==> src/core/qpc_pkg.sv <==
// Constants, register map and state type of the position counter control
// Behaviour
// - Mode 00: index event clears position count
// - Mode 01: count wraps at configured maximum
// - Mode 10: only first index event clears count
// - Mode 11: unit time event clears count
// - Strobe init 10 loads init on rising
// - Strobe init 11: rise clockwise, fall counter-clockwise
// - Index init 10 loads init on rising
// - Index init 11 loads init on falling
// - Soft init write loads; bit stays set
// - Strobe latch 0: latch count on rising
// - Strobe polarity inverts strobe before edge detect
// - Strobe latch 1: rise clockwise, fall otherwise
// - Index latch 01 rising, 10 falling edge
// - Index latch 11 captures count and direction
// - Enable low clears flags, keeps configuration
// - Enable high lets the counter run
// - Latch mode 0: count read latches capture
// - Latch mode 1: unit timeout latches all
// - Unit timer runs only when enabled
// - Watchdog runs only when enabled
package qpc_pkg;

    // ========================================
    // Register byte addresses
    localparam logic [5:0] ADDR_CONTROL = 6'h00;
    localparam logic [5:0] ADDR_COUNT = 6'h04;
    localparam logic [5:0] ADDR_INIT = 6'h08;
    localparam logic [5:0] ADDR_MAX = 6'h0c;
    localparam logic [5:0] ADDR_STROBE_LATCH = 6'h10;
    localparam logic [5:0] ADDR_INDEX_LATCH = 6'h14;
    localparam logic [5:0] ADDR_UNIT_LATCH = 6'h18;
    localparam logic [5:0] ADDR_STATUS = 6'h1c;
    localparam logic [5:0] ADDR_DECODER = 6'h20;
    localparam logic [5:0] ADDR_CTMR_LATCH = 6'h24;
    localparam logic [5:0] ADDR_CPRD_LATCH = 6'h28;

    // ========================================
    // Control field positions
    localparam int CRM_LSB = 12;
    localparam int SEI_LSB = 10;
    localparam int IEI_LSB = 8;
    localparam int SWI_BIT = 7;
    localparam int SEL_BIT = 6;
    localparam int IEL_LSB = 4;
    localparam int COUNTER_ENABLE_SOFTRESET_BIT = 3;
    localparam int CAPTURE_LATCH_MODE_BIT = 2;
    localparam int UTE_BIT = 1;
    localparam int WDE_BIT = 0;
    // Decoder control polarity bits
    localparam int SPOL_BIT = 5;
    localparam int IPOL_BIT = 6;
    // Status bits
    localparam int DLF_BIT = 0;
    localparam int FIRST_BIT = 1;

    // ========================================
    // Reset values
    localparam logic [15:0] CONTROL_RST = 16'h0000;
    localparam logic [31:0] WORD_RST = 32'h0000_0000;
    localparam logic [31:0] MAX_RST = 32'h0000_0000;

    // ========================================
    // Whole module state
    typedef struct packed {
        logic [15:0] ctl;
        logic [15:0] dec;
        logic [31:0] count;
        logic [31:0] init;
        logic [31:0] max;
        logic [31:0] slat;
        logic [31:0] ilat;
        logic [31:0] ulat;
        logic [15:0] ctlat;
        logic [15:0] cplat;
        logic dir_latch;
        logic first_seen;
        logic [1:0] s_sync;
        logic [1:0] i_sync;
        logic s_prev;
        logic i_prev;
        logic ack;
        logic [31:0] rdata;
    } state_t;

endpackage : qpc_pkg

==> src/core/quadrature_position_counter_control.sv <==
// Position counter control with Avalon-MM register slave
//
// The register addresses and the Avalon-MM register port were decided locally.
`timescale 1ns/1ps
module quadrature_position_counter_control (
    input wire logic clock_in, // 100 MHz system clock
    input wire logic sys_rst_in, // Synchronous reset, active high
    input wire logic clk_en_in, // Freezes all state when low
    input wire logic [5:0] avs_address_in, // Byte address
    input wire logic avs_read_in, // Read request
    input wire logic avs_write_in, // Write request
    input wire logic [31:0] avs_writedata_in, // Write data
    input wire logic [3:0] avs_byteenable_in, // Byte lanes
    output logic [31:0] avs_readdata_out, // Read data
    output logic avs_waitrequest_out, // Stall request
    input wire logic strobe_input_in, // Strobe pin, asynchronous
    input wire logic index_input_in, // Index pin, asynchronous
    input wire logic direction_in, // 1 = clockwise, from decoder
    input wire logic count_pulse_in, // One-cycle count step
    input wire logic unit_time_event_in, // One-cycle unit timeout
    input wire logic [15:0] capture_timer_in, // Live capture timer
    input wire logic [15:0] capture_period_in, // Live capture period
    output logic [31:0] position_count_out, // Current count
    output logic unit_timer_run_out, // Unit timer enable
    output logic watchdog_run_out // Watchdog enable
);

    // ========================================
    // State and decoded helpers
    qpc_pkg::state_t q;
    qpc_pkg::state_t n;
    localparam qpc_pkg::state_t RESET_STATE = '{
        ctl: qpc_pkg::CONTROL_RST,
        dec: qpc_pkg::CONTROL_RST,
        count: qpc_pkg::WORD_RST,
        init: qpc_pkg::WORD_RST,
        max: qpc_pkg::MAX_RST,
        slat: qpc_pkg::WORD_RST,
        ilat: qpc_pkg::WORD_RST,
        ulat: qpc_pkg::WORD_RST,
        ctlat: qpc_pkg::CONTROL_RST,
        cplat: qpc_pkg::CONTROL_RST,
        dir_latch: 1'b0,
        first_seen: 1'b0,
        s_sync: 2'b00,
        i_sync: 2'b00,
        s_prev: 1'b0,
        i_prev: 1'b0,
        ack: 1'b0,
        rdata: qpc_pkg::WORD_RST
    };

    logic [31:0] be_mask;
    logic req;
    logic wr_fire;
    logic rd_fire;
    logic s_eff;
    logic i_eff;

    // Byte-enable mask, one lane per byte
    genvar gb;
    generate
        for (gb = 0; gb < 4; gb = gb + 1) begin : g_lane
            assign be_mask[gb*8 +: 8] = {8{avs_byteenable_in[gb]}};
        end
    endgenerate

    // One wait cycle per access; request completes when ack is up
    assign req = avs_read_in | avs_write_in;
    assign avs_waitrequest_out = req & ~(q.ack & clk_en_in);
    assign wr_fire = avs_write_in & q.ack;
    assign rd_fire = avs_read_in & q.ack;

    // Polarity applied after the second synchroniser stage
    assign s_eff = q.s_sync[1] ^ q.dec[qpc_pkg::SPOL_BIT];
    assign i_eff = q.i_sync[1] ^ q.dec[qpc_pkg::IPOL_BIT];

    // Outputs straight from state
    assign avs_readdata_out = q.rdata;
    assign position_count_out = q.count;
    assign unit_timer_run_out = q.ctl[qpc_pkg::UTE_BIT] &
        q.ctl[qpc_pkg::COUNTER_ENABLE_SOFTRESET_BIT];
    assign watchdog_run_out = q.ctl[qpc_pkg::WDE_BIT] &
        q.ctl[qpc_pkg::COUNTER_ENABLE_SOFTRESET_BIT];

    // ========================================
    // Next-state logic
    always_comb begin
        logic en;
        logic cw;
        logic s_rise;
        logic s_fall;
        logic i_rise;
        logic i_fall;
        logic unit_evt;
        logic [1:0] crm;
        logic [1:0] strobe_init_select;
        logic [1:0] index_init_select;
        logic [1:0] index_latch_select;
        logic do_init;
        logic [31:0] wval;
        en = 1'b0;
        cw = 1'b0;
        s_rise = 1'b0;
        s_fall = 1'b0;
        i_rise = 1'b0;
        i_fall = 1'b0;
        unit_evt = 1'b0;
        crm = 2'b00;
        strobe_init_select = 2'b00;
        index_init_select = 2'b00;
        index_latch_select = 2'b00;
        do_init = 1'b0;
        wval = 32'h0000_0000;
        n = q;

        // Bus handshake: ack rises after one wait cycle
        n.ack = req & ~q.ack;

        // Two-stage synchronisers and edge history
        n.s_sync = {q.s_sync[0], strobe_input_in};
        n.i_sync = {q.i_sync[0], index_input_in};
        n.s_prev = s_eff;
        n.i_prev = i_eff;

        en = q.ctl[qpc_pkg::COUNTER_ENABLE_SOFTRESET_BIT];
        cw = direction_in;
        s_rise = s_eff & ~q.s_prev;
        s_fall = ~s_eff & q.s_prev;
        i_rise = i_eff & ~q.i_prev;
        i_fall = ~i_eff & q.i_prev;
        unit_evt = unit_time_event_in & q.ctl[qpc_pkg::UTE_BIT];
        crm = q.ctl[qpc_pkg::CRM_LSB +: 2];
        strobe_init_select = q.ctl[qpc_pkg::SEI_LSB +: 2];
        index_init_select = q.ctl[qpc_pkg::IEI_LSB +: 2];
        index_latch_select = q.ctl[qpc_pkg::IEL_LSB +: 2];

        // Counting with maximum-position wrap
        if (count_pulse_in) begin
            if (cw) begin
                if (crm == 2'b01 && q.count == q.max) begin
                    n.count = 32'h0000_0000;
                end else begin
                    n.count = q.count + 32'h0000_0001;
                end
            end else begin
                if (crm == 2'b01 && q.count == 32'h0000_0000) begin
                    n.count = q.max;
                end else begin
                    n.count = q.count - 32'h0000_0001;
                end
            end
        end

        // Reset modes
        if (crm == 2'b00 && i_rise) begin
            n.count = 32'h0000_0000;
        end else if (crm == 2'b10 && i_rise && !q.first_seen) begin
            n.count = 32'h0000_0000;
        end else if (crm == 2'b11 && unit_evt) begin
            n.count = 32'h0000_0000;
        end
        if (i_rise) begin
            n.first_seen = 1'b1;
        end

        // Initialisation sources
        if (strobe_init_select == 2'b10 && s_rise) begin
            do_init = 1'b1;
        end else if (strobe_init_select == 2'b11 && (cw ? s_rise : s_fall)) begin
            do_init = 1'b1;
        end
        if (index_init_select == 2'b10 && i_rise) begin
            do_init = 1'b1;
        end else if (index_init_select == 2'b11 && i_fall) begin
            do_init = 1'b1;
        end
        if (wr_fire && avs_address_in == qpc_pkg::ADDR_CONTROL &&
            avs_byteenable_in[0] && avs_writedata_in[qpc_pkg::SWI_BIT]) begin
            do_init = 1'b1;
        end
        if (do_init) begin
            n.count = q.init;
        end

        // Strobe latch
        if (!q.ctl[qpc_pkg::SEL_BIT] && s_rise) begin
            n.slat = q.count;
        end else if (q.ctl[qpc_pkg::SEL_BIT] && (cw ? s_rise : s_fall)) begin
            n.slat = q.count;
        end

        // Index latch and direction latch
        if (index_latch_select == 2'b01 && i_rise) begin
            n.ilat = q.count;
        end else if (index_latch_select == 2'b10 && i_fall) begin
            n.ilat = q.count;
        end else if (index_latch_select == 2'b11 && i_rise) begin
            n.ilat = q.count;
            n.dir_latch = cw;
        end

        // Capture latch modes
        if (!q.ctl[qpc_pkg::CAPTURE_LATCH_MODE_BIT] && rd_fire &&
            avs_address_in == qpc_pkg::ADDR_COUNT) begin
            n.ctlat = capture_timer_in;
            n.cplat = capture_period_in;
        end else if (q.ctl[qpc_pkg::CAPTURE_LATCH_MODE_BIT] && unit_evt) begin
            n.ulat = q.count;
            n.ctlat = capture_timer_in;
            n.cplat = capture_period_in;
        end

        // Register writes, byte lanes honoured
        if (wr_fire) begin
            if (avs_address_in == qpc_pkg::ADDR_CONTROL) begin
                wval = ({16'h0000, q.ctl} & ~be_mask) |
                    (avs_writedata_in & be_mask);
                n.ctl = wval[15:0];
            end else if (avs_address_in == qpc_pkg::ADDR_COUNT) begin
                n.count = (q.count & ~be_mask) | (avs_writedata_in & be_mask);
            end else if (avs_address_in == qpc_pkg::ADDR_INIT) begin
                n.init = (q.init & ~be_mask) | (avs_writedata_in & be_mask);
            end else if (avs_address_in == qpc_pkg::ADDR_MAX) begin
                n.max = (q.max & ~be_mask) | (avs_writedata_in & be_mask);
            end else if (avs_address_in == qpc_pkg::ADDR_DECODER) begin
                wval = ({16'h0000, q.dec} & ~be_mask) |
                    (avs_writedata_in & be_mask);
                n.dec = wval[15:0];
            end
        end

        // Soft reset holds flags and read-only registers cleared
        if (!en) begin
            n.count = qpc_pkg::WORD_RST;
            n.slat = qpc_pkg::WORD_RST;
            n.ilat = qpc_pkg::WORD_RST;
            n.ulat = qpc_pkg::WORD_RST;
            n.ctlat = qpc_pkg::CONTROL_RST;
            n.cplat = qpc_pkg::CONTROL_RST;
            n.dir_latch = 1'b0;
            n.first_seen = 1'b0;
        end
        // Enabled: counting logic above takes effect

        // Read data prepared during the wait cycle
        if (avs_read_in && !q.ack) begin
            if (avs_address_in == qpc_pkg::ADDR_CONTROL) begin
                n.rdata = {16'h0000, q.ctl};
            end else if (avs_address_in == qpc_pkg::ADDR_COUNT) begin
                n.rdata = q.count;
            end else if (avs_address_in == qpc_pkg::ADDR_INIT) begin
                n.rdata = q.init;
            end else if (avs_address_in == qpc_pkg::ADDR_MAX) begin
                n.rdata = q.max;
            end else if (avs_address_in == qpc_pkg::ADDR_STROBE_LATCH) begin
                n.rdata = q.slat;
            end else if (avs_address_in == qpc_pkg::ADDR_INDEX_LATCH) begin
                n.rdata = q.ilat;
            end else if (avs_address_in == qpc_pkg::ADDR_UNIT_LATCH) begin
                n.rdata = q.ulat;
            end else if (avs_address_in == qpc_pkg::ADDR_STATUS) begin
                n.rdata = 32'h0000_0000;
                n.rdata[qpc_pkg::DLF_BIT] = q.dir_latch;
                n.rdata[qpc_pkg::FIRST_BIT] = q.first_seen;
            end else if (avs_address_in == qpc_pkg::ADDR_DECODER) begin
                n.rdata = {16'h0000, q.dec};
            end else if (avs_address_in == qpc_pkg::ADDR_CTMR_LATCH) begin
                n.rdata = {16'h0000, q.ctlat};
            end else if (avs_address_in == qpc_pkg::ADDR_CPRD_LATCH) begin
                n.rdata = {16'h0000, q.cplat};
            end else begin
                n.rdata = 32'h0000_0000;
            end
        end
    end

    // ========================================
    // State register
    always_ff @(posedge clock_in) begin
        if (sys_rst_in) begin
            q <= RESET_STATE;
        end else if (clk_en_in) begin
            q <= n;
        end
    end

endmodule : quadrature_position_counter_control

==> config.mk <==
export PLATFORM = sky130hd
export DESIGN_NAME = quadrature_position_counter_control
export DESIGN_NICKNAME = d
export VERILOG_FILES = /design/src/core/qpc_pkg.sv /design/src/core/quadrature_position_counter_control.sv
export SDC_FILE = /design/constraint.sdc
export NUM_CORES = 1
export LEC_CHECK = 0
export ABC_AREA = 1
export CORE_UTILIZATION = 50
export CTS_CLUSTER_SIZE = 28
export DETAILED_ROUTE_END_ITERATION = 10
export DONT_BUFFER_PORTS = 1
export SLEW_MARGIN = 20
export SYNTH_ARGS = -nofsm -noshare
export SYNTH_HDL_FRONTEND = slang
export SYNTH_SLANG_ARGS = --single-unit
==> constraint.sdc <==
create_clock -name clock_in -period 4.49 [get_ports clock_in]
set_input_delay 0 -clock clock_in [delete_from_list [all_inputs] [get_ports clock_in]]
set_output_delay 0 -clock clock_in [all_outputs]
set_load 0.005 [all_outputs]
==> impl_metrics.py <==
metrics = {
    "synthesis": {
        "ys_top_cells_by_area": "dfxtp_1, nand2_1, a21oi_1",
        "yosysWarnings": 0,
        "yosys-top-cells-count": "nand2_1, a21oi_1, dfxtp_1",
        "synth.distinct_cells": 41,
        "ys_ff_latch": 297,
        "synth_top_cell_by_area": "dfxtp_1",
        "yosys_most_used_dff": "dfxtp_1",
        "ys_seq_area_share_pct": 35.1,
        "syn_area_mm2": 0.0169,
        "synth_top_area_share_pct": 35.1,
        "synth_cells": 2508,
        "avgSynthCellArea_um2": 6.74,
        "synth_edf_count": 0,
        "syn-num-nets": 2594,
        "synthArstFlopShare_pct": 0,
        "yosysMostFrequentCell": "nand2_1",
    },
    "sta": {
        "hold_viol": 0,
        "finalSetupViolCount": 0,
        "rsz0062_at_grt": "false",
        "fin_crit_sh_pct": 89.1,
        "worst_slew_margin_rel_pct": 24.2,
        "finalSetupTns_ps": 0,
        "final-max-slew-violation-count": 0,
        "fin_skew_ps": 21.1,
        "finalCriticalPeriod_ps": 4000,
        "fmaxAchievable_mhz": 250,
        "worst_pin_slew_ps": 1140,
    },
    "clock_tree": {
        "clock_path_buffers": 3,
        "path_clk_slew_ps": 60,
        "post-cts-setup-buffer-count": 0,
        "cts_root_buffer": "clkbuf_16",
        "clk_latency_ps": 550,
        "numCtsBuffers": 35,
        "htree_levels": 2,
        "ctsResizeCount": 0,
        "cts_hold_buf": 90,
        "cts.sinks": 297,
        "cts_tree": "done",
    },
    "global_route": {
        "grt_pass1_wl_mm": 106,
        "grt.overflow.total": 0,
        "antenna_found_initial": 5,
        "grt_pass1_vias": 16700,
        "grt_max_degree": 177,
        "grt_usage_pct": 41.1,
    },
    "place": {
        "io_buffers": 0,
        "place_congestion": 0.993,
        "hpwl_mm": 49.7,
        "dp.cells": 2747,
    },
    "critical_path": {
        "crit_path_frequent_cell": "nand2_1",
        "cp_num_cells": 17,
        "r2r_end": "position_count_out[24]$_SDFFE_PP0P_",
        "startpoint_type": "flop",
        "slowest_stage": "dlygate4sd3_1",
        "cp_top_family": "simple AND/OR/NAND/NOR gates",
        "crit_buf_inv": 3,
        "crit_type": "flop to flop",
        "startpoint": "position_count_out[27]$_SDFFE_PP0P_",
        "cp_data_arrival_time_ps": 4390,
        "cp_max_fo": 34,
        "worstPathRequired_ps": 4880,
        "endpoint_kind": "flop",
        "worstPathCellList": "inv_1, nand2_1, nor2_2, nand3_1, nor2_2, nand2_2, inv_1, nand2_1, nand4_1, nand3_1, nand2_1, nand2_1, nand2_1, nand2_1, dlygate4sd3_1, nand2_1, a21oi_1",
        "cp_slowest_stage_delay_ps": 550,
        "r2r_setup_slack_ps": 490,
        "r2r-start": "position_count_out[27]$_SDFFE_PP0P_",
        "reg2reg_depth": 17,
    },
    "worst_hold_path": {
        "holdPathEnd": "avs_readdata_out[18]$_SDFFE_PP0P_",
        "hold_path.class": "primary input to flop",
        "min_delay_path_depth": 7,
        "min-delay-start": "avs_address_in[3]",
    },
    "run_status": {
        "outcome": "complete, no violations",
    },
    "cells_and_area": {
        "layout-drive-gt1-share_pct": 6.06,
        "final_cells": 2903,
        "fin_nets": 2518,
        "nFillCells": 3235,
        "syn_to_final_growth_pct": 10.3,
    },
    "die": {
        "die-height_um": 186,
        "core_area_mm2": 0.0329,
        "io_pins": 151,
        "rows": 66,
        "initial_utilization_pct": 51.3,
        "die_w_um": 186,
        "die_area_mm2": 0.0346,
    },
    "detailed_routing": {
        "wl_per_cell_um": 24.9,
        "drcViolationCount": 0,
        "antenna_left": 0,
        "num_vias": 18600,
        "via_per_inst": 6.40,
        "drtPass1Iterations": 6,
        "wl_mm": 72.2,
        "drt-initial-drc-count": 2684,
    },
    "pwr": {
        "power_uw": 6240,
        "p_per_area_mw_per_mm2": 334,
        "power_leakage_uw": 0.00747,
        "peakVddDrop_v": 0.000301,
    },
    "run": {
        "drv_cap": 0,
    },
}
-- how the worst max path moves through the flow --
stage,endpoint,slack [ps]
4_1_cts,position_count_out[24]$_SDFFE_PP0P_,640
3_5_place_dp,position_count_out[0]$_SDFFE_PP0P_,1160
6_report,position_count_out[24]$_SDFFE_PP0P_,490
3_3_place_gp,position_count_out[0]$_SDFFE_PP0P_,1140
5_1_grt,position_count_out[24]$_SDFFE_PP0P_,370
2_1_floorplan,position_count_out[26]$_SDFFE_PP0P_,2340
-- cells in the final DEF (no fill, tap or decap), types with 5 or more instances in the layout --
cell type and n:
buf_4 42, clkbuf_16 35, inv_2 13, clkinv_2 11
nor2_4 5, nor2_2 9, nand2_2 8, inv_1 200
dfxtp_1 296, nor2_1 211, clkbuf_1 6, a21oi_1 327
o221ai_1 11, o22ai_1 17, a211oi_1 68, nand3_1 149
nor3_1 19, xnor2_1 11, dlygate4sd3_1 89, o21bai_1 14
o21ai_0 183, clkbuf_8 6, nand2_1 497, o211ai_1 27
a221oi_1 98, xor2_1 29, nand4_1 41
-- power breakdown --
group	switching, µW	leakage [µW]	internal (µW)
clock	1240	0.000590	1730
combinational	348	0.00446	168
sequential	47.5	0.00242	2720
-- per-stage QoR --
stage | area (µm²) | hold WS (ps) | setup WS [ps] | utilization [%]
final | 18700 | 32.5 | 489 | 56.6
after floorplan | 16900 | 135 | 2340 | -
after detailed placement | 16600 | 103 | 1160 | 50.2
after global placement | 16600 | 103 | 1140 | 50.2
after global routing | 18700 | 60.7 | 367 | 56.6
after CTS | 18700 | 9.72 | 642 | 56.6
-- cells by family (layout without fill, tap and decap cells) --
kind of cell | count (synthesis) | in the layout | share of synthesized area (%)
xor gates and xnor gates | 40 | 40 | 2.07
AOI/OAI and AO/OA | 753 | 753 | 26.5
and+or+nand+nor | 953 | 953 | 23.9
other | 0 | 2 | 0
adders and majority gates | 2 | 2 | 0.148
DFF | 297 | 297 | 35.1
buffers and inverters | 463 | 414 | 12.2
-- final cells by class --
cell class | instances | area, µm² | area share, %
multi-input cells | 1748 | 8920 | 47.8
flip-flops and latches | 297 | 5950 | 31.9
repair buffers | 132 | 1230 | 6.61
clock buffers | 47 | 981 | 5.26
inverters | 218 | 820 | 4.39
well taps | 442 | 553 | 2.96
clock inverters | 17 | 204 | 1.09
diodes | 2 | 5.00 | 0.0268
-- worst reg2reg max path: stages, from the launching register on --
cell and delay [ps]:
dfxtp_1 490, inv_1 440, nand2_1 140, nor2_2 250, nand3_1 120, nor2_2 130, nand2_2 460, inv_1 530
nand2_1 120, nand4_1 90, nand3_1 80, nand2_1 100, nand2_1 80, nand2_1 70, nand2_1 40, dlygate4sd3_1 550
nand2_1 80, a21oi_1 80
-- per-layer routing --
layer  vias to the layer above  wire length [µm]  global-route usage, %
met5                         -                75                      0
met4                         8              2750                   15.6
met3                       192              8910                   10.7
met2                      1269             29900                   59.5
met1                      8725             30500                   58.0
li1                       8375                 -                      -
Power figures use the tool's default switching activity.
